**src/hw/wake_pkg.sv**
```systemverilog
// Package for the key wake-up port block: register map, field positions,
// reset values and filter timing.
// Assumes a 32-bit APB slave on a 20 MHz clock.
package wake_pkg;
	// Register byte offsets on the APB
	localparam logic [7:0] off_g_flags = 8'h00; // Port G wake flags, W1C
	localparam logic [7:0] off_h_flags = 8'h04; // Port H wake flags, W1C
	localparam logic [7:0] off_g_enables = 8'h08; // Port G enables and I2C select
	localparam logic [7:0] off_h_enables = 8'h0c; // Port H enables
	localparam logic [7:0] off_stop = 8'h10; // Stop and wait request bits
	localparam logic [7:0] off_irq_status = 8'h14; // Sticky event status, read only
	localparam logic [7:0] off_irq_clear = 8'h18; // Write one to clear status
	localparam logic [7:0] off_irq_enable = 8'h1c; // Status enable mask
	// Field positions
	localparam int flag_six_pos = 6; // Port G bit that can report an I2C start
	localparam int pin_seven_pos = 7; // Port G bit without wake-up
	localparam int stop_bit = 0; // Stop mode request
	localparam int wait_bit = 1; // Wait mode request
	localparam int ev_wake_bit = 0; // Status: wake-up interrupt raised
	localparam int ev_exit_bit = 1; // Status: low-power mode left
	// Reset values
	localparam logic [7:0] flags_reset = 8'h00; // All flags clear
	localparam logic [7:0] enables_reset = 8'h00; // All wake-ups disabled
	localparam logic [7:0] g_flag_mask = 8'h7f; // Bit 7 reads zero
	// Least pulse width that wakes from stop, in ns
	localparam int filter_ns = 200;
	localparam int clock_ns = 50;
	localparam int filter_cycles = (filter_ns + clock_ns - 1) / clock_ns;
	localparam int filter_width = 4;
endpackage

```
**src/hw/wake_filter.sv**
```systemverilog
// Pulse filter for one wake-up pin: a low level must persist for a
// set number of cycles before the filtered output falls.
// Assumes pin levels are already synchronous to clock.
`timescale 1ns/1ns
module wake_filter (
	input wire logic clock, // System clock
	input wire logic reset, // Synchronous reset, active high
	input wire logic pin, // Raw pin level
	output logic level // Filtered pin level
);
	import wake_pkg::*;
	logic [filter_width-1:0] count; // Cycles the pin has disagreed
	logic [filter_width-1:0] next_count;
	logic next_level;

	// A disagreement must last filter_cycles before the output follows
	always_comb begin
		next_count = count;
		next_level = level;
		if (pin == level) begin
			next_count = '0;
		end else if (count == filter_width'(filter_cycles - 1)) begin
			next_count = '0;
			next_level = pin;
		end else begin
			next_count = count + filter_width'(1);
		end
	end

	// Register; idle pins are high, so reset to high avoids a false edge
	always_ff @(posedge clock) begin
		if (reset) begin
			count <= '0;
			level <= 1'b1;
		end else begin
			count <= next_count;
			level <= next_level;
		end
	end
endmodule

```
**src/hw/key_wakeup_port.sv**
```systemverilog
// Key wake-up logic for two 8-bit ports with APB registers.
// Assumes pins synchronous to clock, one 20 MHz clock, synchronous reset.
`timescale 1ns/1ns
// How it works
// - sixteen pins, fifteen with wake-up
// - falling edge sets flag, rising does not
// - flag and enable raise the interrupt
// - all pins share one interrupt line
// - writing one clears, zero keeps
// - port G bit seven reads zero
// - G bit six: edge or I2C start
// - interrupt leaves stop and wait
// - stop path runs on clock, through the filter
// - filter rejects short pulses in stop
// - works for inputs and outputs alike
module key_wakeup_port (
	input wire logic clock, // System clock, 20 MHz
	input wire logic reset, // Synchronous reset, active high
	input wire logic psel, // APB select
	input wire logic penable, // APB enable
	input wire logic pwrite, // APB direction
	input wire logic [7:0] paddr, // APB byte address
	input wire logic [31:0] pwdata, // APB write data
	output logic [31:0] prdata, // APB read data
	output logic pready, // APB ready
	output logic pslverr, // APB error for unmapped address
	input wire logic [7:0] port_g_pins, // Port G pin levels, input or output
	input wire logic [7:0] port_h_pins, // Port H pin levels, input or output
	input wire logic i2c_start, // One-cycle pulse: I2C start seen
	output logic wake_irq, // Shared key wake-up interrupt request
	output logic stop_mode, // Processor is stopped
	output logic wait_mode, // Processor is waiting
	output logic event_irq // Status interrupt, level
);
	import wake_pkg::*;

	logic [15:0] pins; // Both ports, G low
	logic [15:0] filt; // Filtered levels used while stopped
	logic [15:0] prev; // Previous sampled level
	logic [15:0] flags; // Wake flags, G low
	logic [15:0] enables; // Wake enables, G low
	logic [15:0] next_flags;
	logic [15:0] next_enables;
	logic [15:0] fall; // Falling edges this cycle
	logic [15:0] next_prev;
	logic next_stop, next_wait, next_wake;
	logic [1:0] status, irq_en, next_status, next_irq_en;
	logic next_event;
	logic [31:0] next_prdata;
	logic next_pready, next_pslverr;
	logic setup, wr, rd, unmapped;
	logic write_ok; // Write to a mapped register, may change state

	assign pins = {port_h_pins, port_g_pins};

	// One filter per pin; raw level in normal run, filtered level in stop
	genvar i;
	generate
		for (i = 0; i < 16; i++) begin : g_pin
			wake_filter u_filter (
				.clock(clock),
				.reset(reset),
				.pin(pins[i]),
				.level(filt[i])
			);
			// Falling edge detect; rising edges are ignored
			assign next_prev[i] = stop_mode ? filt[i] : pins[i];
			assign fall[i] = prev[i] & ~next_prev[i];
		end
	endgenerate

	// A setup phase answers in the access cycle after it
	assign setup = psel & ~penable;
	assign wr = psel & penable & pwrite & pready;
	assign rd = setup & ~pwrite;
	assign unmapped = paddr > off_irq_enable || paddr[1:0] != 2'b00;

	// Only a mapped write at the access edge may change state
	assign write_ok = wr & ~pslverr;

	// Enable registers; G bit 7 selects the source of flag six
	always_comb begin
		next_enables = enables;
		if (write_ok && paddr == off_g_enables) begin
			next_enables[7:0] = pwdata[7:0];
		end
		if (write_ok && paddr == off_h_enables) begin
			next_enables[15:8] = pwdata[7:0];
		end
	end

	// Flags: clear by writing one, zero bits leave flags alone
	always_comb begin
		next_flags = flags;
		if (write_ok && paddr == off_g_flags) begin
			next_flags[7:0] = flags[7:0] & ~pwdata[7:0];
		end
		if (write_ok && paddr == off_h_flags) begin
			next_flags[15:8] = flags[15:8] & ~pwdata[7:0];
		end
		// Set wins over a clear in the same cycle, so no edge is lost
		next_flags[5:0] = next_flags[5:0] | fall[5:0];
		// Bit 7 has no wake-up as a pin; its enable bit picks bit six's source
		next_flags[flag_six_pos] = next_flags[flag_six_pos] |
			(enables[pin_seven_pos] ? i2c_start : fall[flag_six_pos]);
		next_flags[pin_seven_pos] = 1'b0;
		next_flags[15:8] = next_flags[15:8] | fall[15:8];
		// One shared request line for all fifteen wake-up pins
		next_wake = |(next_flags & {next_enables[15:8], 1'b0, next_enables[6:0]});
	end

	// Mode bits: software enters stop or wait, any wake request leaves both
	always_comb begin
		next_stop = stop_mode;
		next_wait = wait_mode;
		if (write_ok && paddr == off_stop) begin
			next_stop = pwdata[stop_bit];
			next_wait = pwdata[wait_bit];
		end
		// A pending wake wins over software asking for low power
		if (next_wake) begin
			next_stop = 1'b0;
			next_wait = 1'b0;
		end
	end

	// Sticky status; a new event wins over a clear in the same cycle
	always_comb begin
		next_status = status;
		next_irq_en = irq_en;
		if (write_ok && paddr == off_irq_clear) begin
			next_status = status & ~pwdata[1:0];
		end
		if (write_ok && paddr == off_irq_enable) begin
			next_irq_en = pwdata[1:0];
		end
		if (next_wake && !wake_irq) begin
			next_status[ev_wake_bit] = 1'b1;
		end
		if ((stop_mode || wait_mode) && next_wake) begin
			next_status[ev_exit_bit] = 1'b1;
		end
		next_event = |(next_status & next_irq_en);
	end

	// APB read data
	always_comb begin
		next_prdata = 32'h0000_0000;
		next_pready = setup;
		next_pslverr = setup & unmapped;
		if (rd) begin
			unique case (paddr)
				off_g_flags: next_prdata[7:0] = flags[7:0] & g_flag_mask;
				off_h_flags: next_prdata[7:0] = flags[15:8];
				off_g_enables: next_prdata[7:0] = enables[7:0];
				off_h_enables: next_prdata[7:0] = enables[15:8];
				off_stop: next_prdata[1:0] = {wait_mode, stop_mode};
				off_irq_status: next_prdata[1:0] = status;
				off_irq_enable: next_prdata[1:0] = irq_en;
				default: ;
			endcase
		end
	end

	// Flag and edge state; prev starts high so idle pins give no edge after reset
	always_ff @(posedge clock) begin
		if (reset) begin
			flags <= {flags_reset, flags_reset};
			enables <= {enables_reset, enables_reset};
			prev <= 16'hffff;
			wake_irq <= 1'b0;
		end else begin
			flags <= next_flags;
			enables <= next_enables;
			prev <= next_prev;
			wake_irq <= next_wake;
		end
	end

	// Low-power mode bits
	always_ff @(posedge clock) begin
		if (reset) begin
			stop_mode <= 1'b0;
			wait_mode <= 1'b0;
		end else begin
			stop_mode <= next_stop;
			wait_mode <= next_wait;
		end
	end

	// Sticky event status, its mask and its interrupt
	always_ff @(posedge clock) begin
		if (reset) begin
			status <= 2'h0;
			irq_en <= 2'h0;
			event_irq <= 1'b0;
		end else begin
			status <= next_status;
			irq_en <= next_irq_en;
			event_irq <= next_event;
		end
	end

	// Bus answer; it stands for the access cycle only
	always_ff @(posedge clock) begin
		if (reset) begin
			prdata <= 32'h0000_0000;
			pready <= 1'b0;
			pslverr <= 1'b0;
		end else begin
			prdata <= next_prdata;
			pready <= next_pready;
			pslverr <= next_pslverr;
		end
	end
endmodule

```
**config.mk**
```make
export PLATFORM = sky130hd
export DESIGN_NAME = key_wakeup_port
export DESIGN_NICKNAME = d
export VERILOG_FILES = /design/src/hw/wake_pkg.sv /design/src/hw/wake_filter.sv /design/src/hw/key_wakeup_port.sv
export SDC_FILE = /design/constraint.sdc
export NUM_CORES = 1
export LEC_CHECK = 0
export BUFFER_PORTS_ARGS = -buffer_cell sky130_fd_sc_hd__buf_2
export CORE_UTILIZATION = 35
export CTS_CLUSTER_SIZE = 14
export DETAILED_ROUTE_END_ITERATION = 8
export PLACE_DENSITY = 0.54
export SYNTH_ARGS = -nofsm -noshare
export SYNTH_HDL_FRONTEND = slang
export SYNTH_HIERARCHICAL = 1
export SYNTH_SLANG_ARGS = --single-unit
```
**constraint.sdc**
```tcl
create_clock -name clock -period 2.8 [get_ports clock]
set_input_delay 0.42 -clock clock [delete_from_list [all_inputs] [get_ports clock]]
set_output_delay 0.42 -clock clock [all_outputs]
set_load 0.005 [all_outputs]
```
# Word-level counts from Yosys, hierarchy flattened
# Cells that the tools add are included.
op_classes:
  n_addsub: 16
  order_cmp: 1
  n_eq_ne: 39
  n_mux: 27
  n_bitwise: 67
  reduce_logical: 50
op_table:
  columns: ["operator", "n"]
  rows:
  - ["$add 4x1->4 const B", 16]
  - ["$eq 4x2->1 const B", 16]
  - ["$reduce_or 3->1", 16]
  - ["$not 1->1", 35]
  - ["$eq 8x5->1 const B", 4]
  - ["$reduce_and 2->1", 16]
  - ["$pmux 6 s4", 1]
  - ["$and 1x1->1", 22]
  - ["$mux 1", 19]
  - ["$reduce_or 17->1", 1]
  - ["$and 16x16->16", 1]
  - ["$eq 1x1->1", 16]
  - ["$eq 8x4->1 const B", 2]
  - ["$mux 8", 2]
  - ["$reduce_or 16->1", 1]
  - ["$mux 7", 2]
  - ["$pmux 2 s7", 1]
  - ["$logic_and 1x1->1", 9]
  - ["$and 8x8->8", 1]
  - ["$eq 8x3->1 const B", 1]
  - ["$gt 8x5->1 const B", 1]
  - ["$logic_not 8->1", 1]
  - ["$not 8->8", 1]
  - ["$or 8x8->8", 1]
  - ["10 further kinds", 14]
word_totals:
  ff_bits: 169
  input_bits: 62
  out_inout_bits: 38
  elab_cells: 246

# Logic depth before layout (Yosys ltp)
# Gate-level depths: netlist of the first run.
depth:
  ltp_word: 13
  ltp_mapped: 9
  depth_no_buf: 7

# Cells and area by module
# The synthesis of the first run kept the hierarchy.
by_module_without_submodules:
  columns: ["mod", "instances", "cells_each", "area_per_inst_um2"]
  rows:
  - ["key_wakeup_port", 1, 314, 2974.1]
  - ["wake_filter", 15, 20, 195.2]

# Worst setup path before layout of the first run
# Ideal clock, no wire load.
synth_timing:
  path_kind: "input-to-reg"
  start: "input port paddr[4]"
  end: "register stop_mode"
  setup_ns: 0.073
  arrival_time_ns: 2.762
  path_slack_ns: -0.035
  stages: 8
  n_path_buf: 1
  path_cell_list: "buf_6 -> nor4_4 -> nand4_1 -> a221oi_1 -> o22ai_1 -> or4_4 -> nor4_4 -> nor3b_2"
synth_via:
  elab_chain_cells: 6
synth_rtl:
  columns: ["element", "line_no", "text"]
  rows:
  - ["start: declaration", "key_wakeup_port.sv:22", "input wire logic [7:0] paddr,"]
  - ["$eq 8x3->1 or $logic_not 8->1 (tied branches)", "key_wakeup_port.sv:98, key_wakeup_port.sv:95", null]
  - ["$logic_and 1x1->1, on equally long branches", "key_wakeup_port.sv:98, key_wakeup_port.sv:95", null]
  - ["$mux 8 or $mux 7 (tied branches)", "key_wakeup_port.sv:98, key_wakeup_port.sv:95", null]
  - ["$or 8x8->8, or another cell as far along", "key_wakeup_port.sv:107", "next_flags[15:8] = next_flags[15:8] | fall[15:8];"]
  - ["$and 16x16->16", "key_wakeup_port.sv:109", "next_wake = |(next_flags & {next_enables[15:8], 1'b0, next_enables[6:0]});"]
  - ["$reduce_or 17->1 (no source line)", null, null]
  - ["end signal: assignment", "key_wakeup_port.sv:186", "stop_mode <= next_stop;"]
  - ["end: declaration", "key_wakeup_port.sv:31", "output logic stop_mode,"]
# Parallel ways exist; a longest one is shown, timed or not.
# A chain may end at the register's enable or synchronous reset.

# Worst setup path after layout of the first run
layout_timing:
  start: "register pready"
  end: "register stop_mode"
layout_via:
  elab_chain_cells: 7
layout_rtl:
  columns: ["element", "line_no", "text"]
  rows:
  - ["start: declaration", "key_wakeup_port.sv:25", "output logic pready,"]
  - ["start signal: assignment", "key_wakeup_port.sv:212", "pready <= next_pready;"]
  - ["$and 1x1->1 *", "key_wakeup_port.sv:74", "assign wr = psel & penable & pwrite & pready;"]
  - ["$and 1x1->1 *", "key_wakeup_port.sv:79", "assign write_ok = wr & ~pslverr;"]
  - ["$logic_and 1x1->1, on equally long branches", "key_wakeup_port.sv:95, key_wakeup_port.sv:98", null]
  - ["$mux 7 or $mux 8 (tied branches)", "key_wakeup_port.sv:95, key_wakeup_port.sv:98", null]
  - ["$or 6x6->6, or another cell as far along", "key_wakeup_port.sv:102", "next_flags[5:0] = next_flags[5:0] | fall[5:0];"]
  - ["$and 16x16->16", "key_wakeup_port.sv:109", null]
  - ["$reduce_or 17->1 (no source line)", null, null]
# Every way passes the cells marked *; elsewhere a longest branch is shown, timed or not.

==> results of run 1 <==
-- sequential cells by signal, summed over array words and instances, names as in the netlist --
| name | count |
|---|---|
| wait_mode | 1 |
| g_pin.u_filter/count | 60 |
| event_irq | 1 |
| stop_mode | 1 |
| enables | 16 |
| pslverr | 1 |
| irq_en | 2 |
| pready | 1 |
| g_pin.u_filter/level | 15 |
| prev | 15 |
| wake_irq | 1 |
| flags | 15 |
| prdata | 8 |
| status | 2 |
-- worst max-delay path, cell delays in order (launching register included) --
cell and delay (ps):
dfxtp_1 350, nor2b_1 140, buf_4 160, nand4_1 120, buf_4 200, a221oi_2 260, o22ai_1 130, or4_4 580
nor4_4 410, nor3b_2 210
-- layer usage --
metal / track usage, % / wire length, um / part of all wire, %
met4: 6.07 / 174 / 1.4
met5: 0 / 0 / 0
met1: 18.8 / 5900 / 46
met3: 4.23 / 461 / 3.6
met2: 25.9 / 6230 / 49
-- logic make-up (layout without fill, tap and decap cells) --
| logic type | count (synthesis) | count (layout) |
|---|---|---|
| DFF | 139 | 139 |
| buffers and inverters | 75 | 155 |
| xor gates and xnor gates | 45 | 45 |
| other | 1 | 25 |
| muxes | 35 | 35 |
| and+or+nand+nor | 216 | 216 |
| adders and majority gates | 15 | 15 |
| AOI/OAI and AO/OA | 88 | 88 |
-- per-stage QoR --
| step | hold WS, ps | area [um2] | total power (W) | worst slack [ps] | utilization [%] |
|---|---|---|---|---|---|
| global route | 253 | 7210 | 0.00467 | -18.8 | 43.6 |
| CTS | 219 | 7150 | 0.00453 | 8.89 | 43.2 |
| detailed placement | 440 | 6550 | 0.00239 | -425 | 39.7 |
| global placement | 422 | 6550 | 0.00237 | -360 | 39.7 |
| finish | 239 | 7210 | 0.00449 | 168 | 43.6 |
| floorplan | 417 | 5990 | 0.00229 | 41.5 | - |
-- cell usage after synthesis, drive strengths merged, types with 8 or more instances --
master	number	share of area [%]
a21oi	26	2.2
a221oi	9	1.3
a22oi	16	2.0
buf	28	3.5
clkbuf	13	0.83
dfxtp	139	47
ha	15	3.2
inv	34	2.2
mux2i	31	5.3
nand2	15	0.95
nand2b	17	1.8
nand3	20	1.7
nor2	91	5.8
nor2b	16	1.7
nor3b	17	2.3
o21ai	18	1.5
o22ai	8	0.85
or3	15	2.9
xnor2	30	4.5
xor2	15	2.2
-- worst paths after layout --
| check | startpoint | endpoint | slack (ps) | cells past startpoint |
|---|---|---|---|---|
| hold reg to reg | g_pin[13].u_filter/count[0] | g_pin[13].u_filter/count[0] | 440 | 1 |
| setup reg to reg | pready | stop_mode | 170 | 9 |
| hold / removal | psel | pready | 240 | 3 |
| setup / recovery | pready | stop_mode | 170 | 9 |
-- cell type report --
cell class	count	area share [%]
inverters	34	1.77
well taps	220	3.82
repair buffers	90	7.98
clock inverters	6	0.850
flip-flops and latches	139	38.6
diodes	1	0.0347
multi-input cells	423	39.9
clock buffers	25	7.01
-- power groups by stage --
| stage | registers [W] | logic (W) | clock network [W] |
|---|---|---|---|
| after CTS | 0.00208 | 0.000273 | 0.00218 |
| after global routing | 0.00208 | 0.000312 | 0.00228 |
| final | 0.00208 | 0.000277 | 0.00213 |
| after detailed placement | 0.00212 | 0.000270 | 0 |
| after global placement | 0.00211 | 0.000259 | 0 |
| after floorplan | 0.00211 | 0.000187 | 0 |
-- repair_timing --
item                                    CTS  global route
endpoints found under the hold margin     0             0
endpoints found under the setup margin    5             6
pin swaps                                 0             3
buffers inserted                          2             2
gates cloned                              0             0
resized for setup                         2             7
==> impl_metrics.tcl, run 1 <==
set metrics [dict create \
    status "complete, no violations" \
    htreeDepth 4 \
    seq_area_frac_synth_pct 47.1 \
    yosys_warnings 6 \
    num_vias 4410 \
    place_inst 902 \
    clockBufferDepth 2 \
    critPathLaunchType "register" \
    grt_max_degree 86 \
    rows 47 \
    drc_errors 0 \
    grt_pass1_vias 4398 \
    internal_power_w 0.00350 \
    synth_mux_area_share_pct 6.02 \
    async_flop_share_pct 0 \
    ff_latch_area_mm2 0.00278 \
    drv_slew 0 \
    yosys.area_share.simple_pct 20.9 \
    clk_latency_ps 420 \
    die_height_um 132 \
    areaGrowthSynthToFinish_pct 22.2 \
    finalNonFillerCells 938 \
    synth_edf_count 0 \
    finClkSkew_ps 6.66 \
    nFillCells 1585 \
    initial_core_util_pct 35.7 \
    synth_compound_area_share_pct 9.50 \
    nNetsFinal 782 \
    finalCriticalPeriod_ps 2630 \
    cts_buffers 17 \
    final_antenna_net_count 0 \
    powerDensity_mw_per_mm2 622 \
    cap_violations 0 \
    min_period_over_period_pct 94.0 \
    netlist_area_mm2 0.00590 \
    ys_ff_latch 139 \
    fmax_ghz 0.380 \
    multiInputGateArea_mm2 0.00288 \
    gr-total-overflow 0 \
    cts_num_sinks 139 \
    clkPwrFrac_pct 47.5 \
    comb_power_share_pct 6.2 \
    path_clk_slew_ps 60 \
    pwr-share-seq_pct 46.3 \
    finalHoldViolCount 0 \
    postSynthAreaPerCell_um2 9.61 \
    yosysUniqueCellTypes 52 \
    routedWlPerCell_um 13.6 \
    clk_root_buffer_cell "clkbuf_16" \
    grt_pass1_wl_um 21200 \
    dieWidth_um 132 \
    p_sw_w 0.000986 \
    ir_drop_mv 0.425 \
    synthFlopType "dfxtp_1" \
    synth-xor-area-share_pct 6.68 \
    crit_type "reg2reg" \
    final_common_cell "dfxtp_1" \
    synth_adder_area_share_pct 3.18 \
    hold_class "in2reg" \
    setup_violations 0 \
    drt-vias-per-instance 4.70 \
    antenna_found_initial 0 \
    finalWirelength_um 12800 \
    track_usage_pct 15.5 \
    drt-initial-drc-count 192 \
    gp_congestion 0.828 \
    final_cell_mix "dfxtp_1, nor2_1, buf_2" \
    io_pins 100 \
    setup_tns_ps 0 \
    dpl.hpwl_um 9420 \
    crit_fanout 7 \
    cts_tree "yes" \
    postCtsHoldBufs 0 \
    p_leak_nw 3.10 \
    swShare_pct 22.0 \
    synth_top_family_by_area "simple AND/OR/NAND/NOR gates" \
    core-area_mm2 0.0165 \
    critical_path_arrival_ps 2980 \
    dieArea_mm2 0.0174 \
    worstSetupEndpointType "register" \
    drtPass1Iterations 5 \
    port_buffers 50 \
    synth_cells 614 \
    cp.required_ps 3150 \
    drive_gt1_share_pct 21.3 \
]
No activity file was read; power rests on OpenSTA's default activity.
==> inputs of run 2 (changes only) <==
Settings changed: REMOVE_ABC_BUFFERS from default to 1.
==> impl_metrics.tcl, run 2 (same netlist as run 1, synthesis figures left out) <==
set metrics [dict create \
    finalNonFillerCells 938 \
    antenna_found_initial 0 \
    place_inst 906 \
    hold_class "in2reg" \
    cap_violations 0 \
    rows 47 \
    drive_gt1_share_pct 21.4 \
    p_total_w 0.00472 \
    status "complete, no violations" \
    finalWirelength_um 13000 \
    fmax_ghz 0.371 \
    powerDensity_mw_per_mm2 650 \
    setup_violations 0 \
    min_period_over_period_pct 96.3 \
    p_leak_nw 3.12 \
    cp.required_ps 3090 \
    dieWidth_um 132 \
    ff2ff_path_depth 10 \
    cp_slowest_cell "or4_4" \
    nNetsFinal 782 \
    multiInputGateArea_mm2 0.00288 \
    io_pins 100 \
    final_cell_mix "dfxtp_1, nor2_1, buf_2" \
    finalCriticalPeriod_ps 2700 \
    cp-startpoint "paddr[1]" \
    path_clk_slew_ps 60 \
    cts_resized 0 \
    areaGrowthSynthToFinish_pct 23.1 \
    r2r_slack_ps 150 \
    gr-total-overflow 0 \
    htreeDepth 4 \
    drc_errors 0 \
    cts_buffers 17 \
    top_regs "g_pin.u_filter/count: 60 flops, enables: 16 flops" \
    crit_type "in2reg" \
    worstPathCellList "buf_2 -> or4b_4 -> nand4b_1 -> buf_4 -> mux2i_2 -> o22ai_1 -> or4_4 -> nor4_4 -> buf_4 -> o21ai_0" \
    cpPeakStageDelay_ps 560 \
    drt-vias-per-instance 4.67 \
    cts_tree "yes" \
    die_height_um 132 \
    critical_path_arrival_ps 2980 \
    dpl.hpwl_um 9690 \
    final_common_cell "dfxtp_1" \
    clockBufferDepth 2 \
    critPathLaunchType "primary input" \
    finClkSkew_ps 19.4 \
    design_area_mm2 0.00727 \
    grt_pass1_vias 4505 \
    grt_pass1_wl_um 21900 \
    worstSetupEndpointType "register" \
    routedWlPerCell_um 13.9 \
    reg2reg_from "pready" \
    num_vias 4377 \
    core-area_mm2 0.0165 \
    cp-endpoint "event_irq" \
    port_buffers 50 \
    diodes 0 \
    initial_core_util_pct 35.7 \
    grt_max_degree 86 \
    largest_register "g_pin.u_filter/count" \
    final_antenna_net_count 0 \
    track_usage_pct 16.0 \
    cp_common_cell "buf_4" \
    crit_fanout 8 \
    cts_setup_buffers 0 \
    path_buf_inv 3 \
    cts_num_sinks 139 \
    r2r-end "event_irq" \
    place_area_mm2 0.00658 \
    drt-initial-drc-count 231 \
    crit_family "simple AND/OR/NAND/NOR gates" \
    finalHoldViolCount 0 \
    gp_congestion 0.793 \
    ir_drop_mv 0.412 \
    clk_root_buffer_cell "clkbuf_16" \
    nFillCells 1622 \
    postCtsHoldBufs 0 \
    setup_tns_ps 0 \
    drv_slew 0 \
    dieArea_mm2 0.0174 \
    ff_latch_area_mm2 0.00278 \
    clk_latency_ps 420 \
    crit_cells 10 \
    largest_reg_flops 60 \
    drtPass1Iterations 4 \
]
==> run 2: worst min-delay path by stage <==
stage | startpoint | endpoint | slack (ps) | cells past startpoint
after global placement | g_pin[10].u_filter/count[0] | g_pin[10].u_filter/count[0] | 420 | 1
after global routing | psel | pready | 250 | 3
after CTS | port_h_pins[1] | g_pin[9].u_filter/level | 240 | 3
after floorplan | g_pin[0].u_filter/count[0] | g_pin[0].u_filter/count[0] | 420 | 1
after detailed placement | g_pin[4].u_filter/count[0] | g_pin[4].u_filter/count[0] | 430 | 1
final | port_h_pins[1] | g_pin[9].u_filter/level | 250 | 3
==> run 2: worst register-to-register path, stage by stage (launching register included) <==
cell,delay (ps)
dfxtp_1,350
nor2b_2,200
buf_4,180
nand4b_1,110
buf_4,200
mux2i_2,220
o22ai_1,100
or4_4,560
nor4_4,330
buf_4,190
o21ai_0,100
==> run 2: cell type report <==
class / instances / share of cell area (%)
Clock buffer: 25 / 6.82
Clock inverter: 7 / 1.86
Inverter: 34 / 1.76
Multi-Input combinational cell: 423 / 39.6
Sequential cell: 139 / 38.3
Tap cell: 220 / 3.79
Timing Repair Buffer: 90 / 7.92
==> run 2: stage by stage <==
step	hold slack (ps)	setup slack, ps	util, %
5_1_grt	248	-11.2	44.0
6_report	253	104	44.0
4_1_cts	241	35.9	43.7
2_1_floorplan	417	-197	-
3_3_place_gp	424	-329	39.8
3_5_place_dp	434	-353	39.8
==> run 2: power breakdown <==
part	total [W]	leakage, nW	internal (W)	switching (W)
Sequential	0.00208	1.13	0.00204	0.0000374
Combinational	0.000279	1.68	0.000130	0.000149
Clock	0.00237	0.311	0.00158	0.000789
==> run 2: layer usage <==
layer  vias to the layer above  share of wire, %  global-route usage [%]
met3                        13               2.7                    4.31
met5                         -                 0                       0
met1                      2050                46                    19.4
li1                       2246                 -                       -
met2                        68                50                    27.2
met4                         0               1.2                    5.62
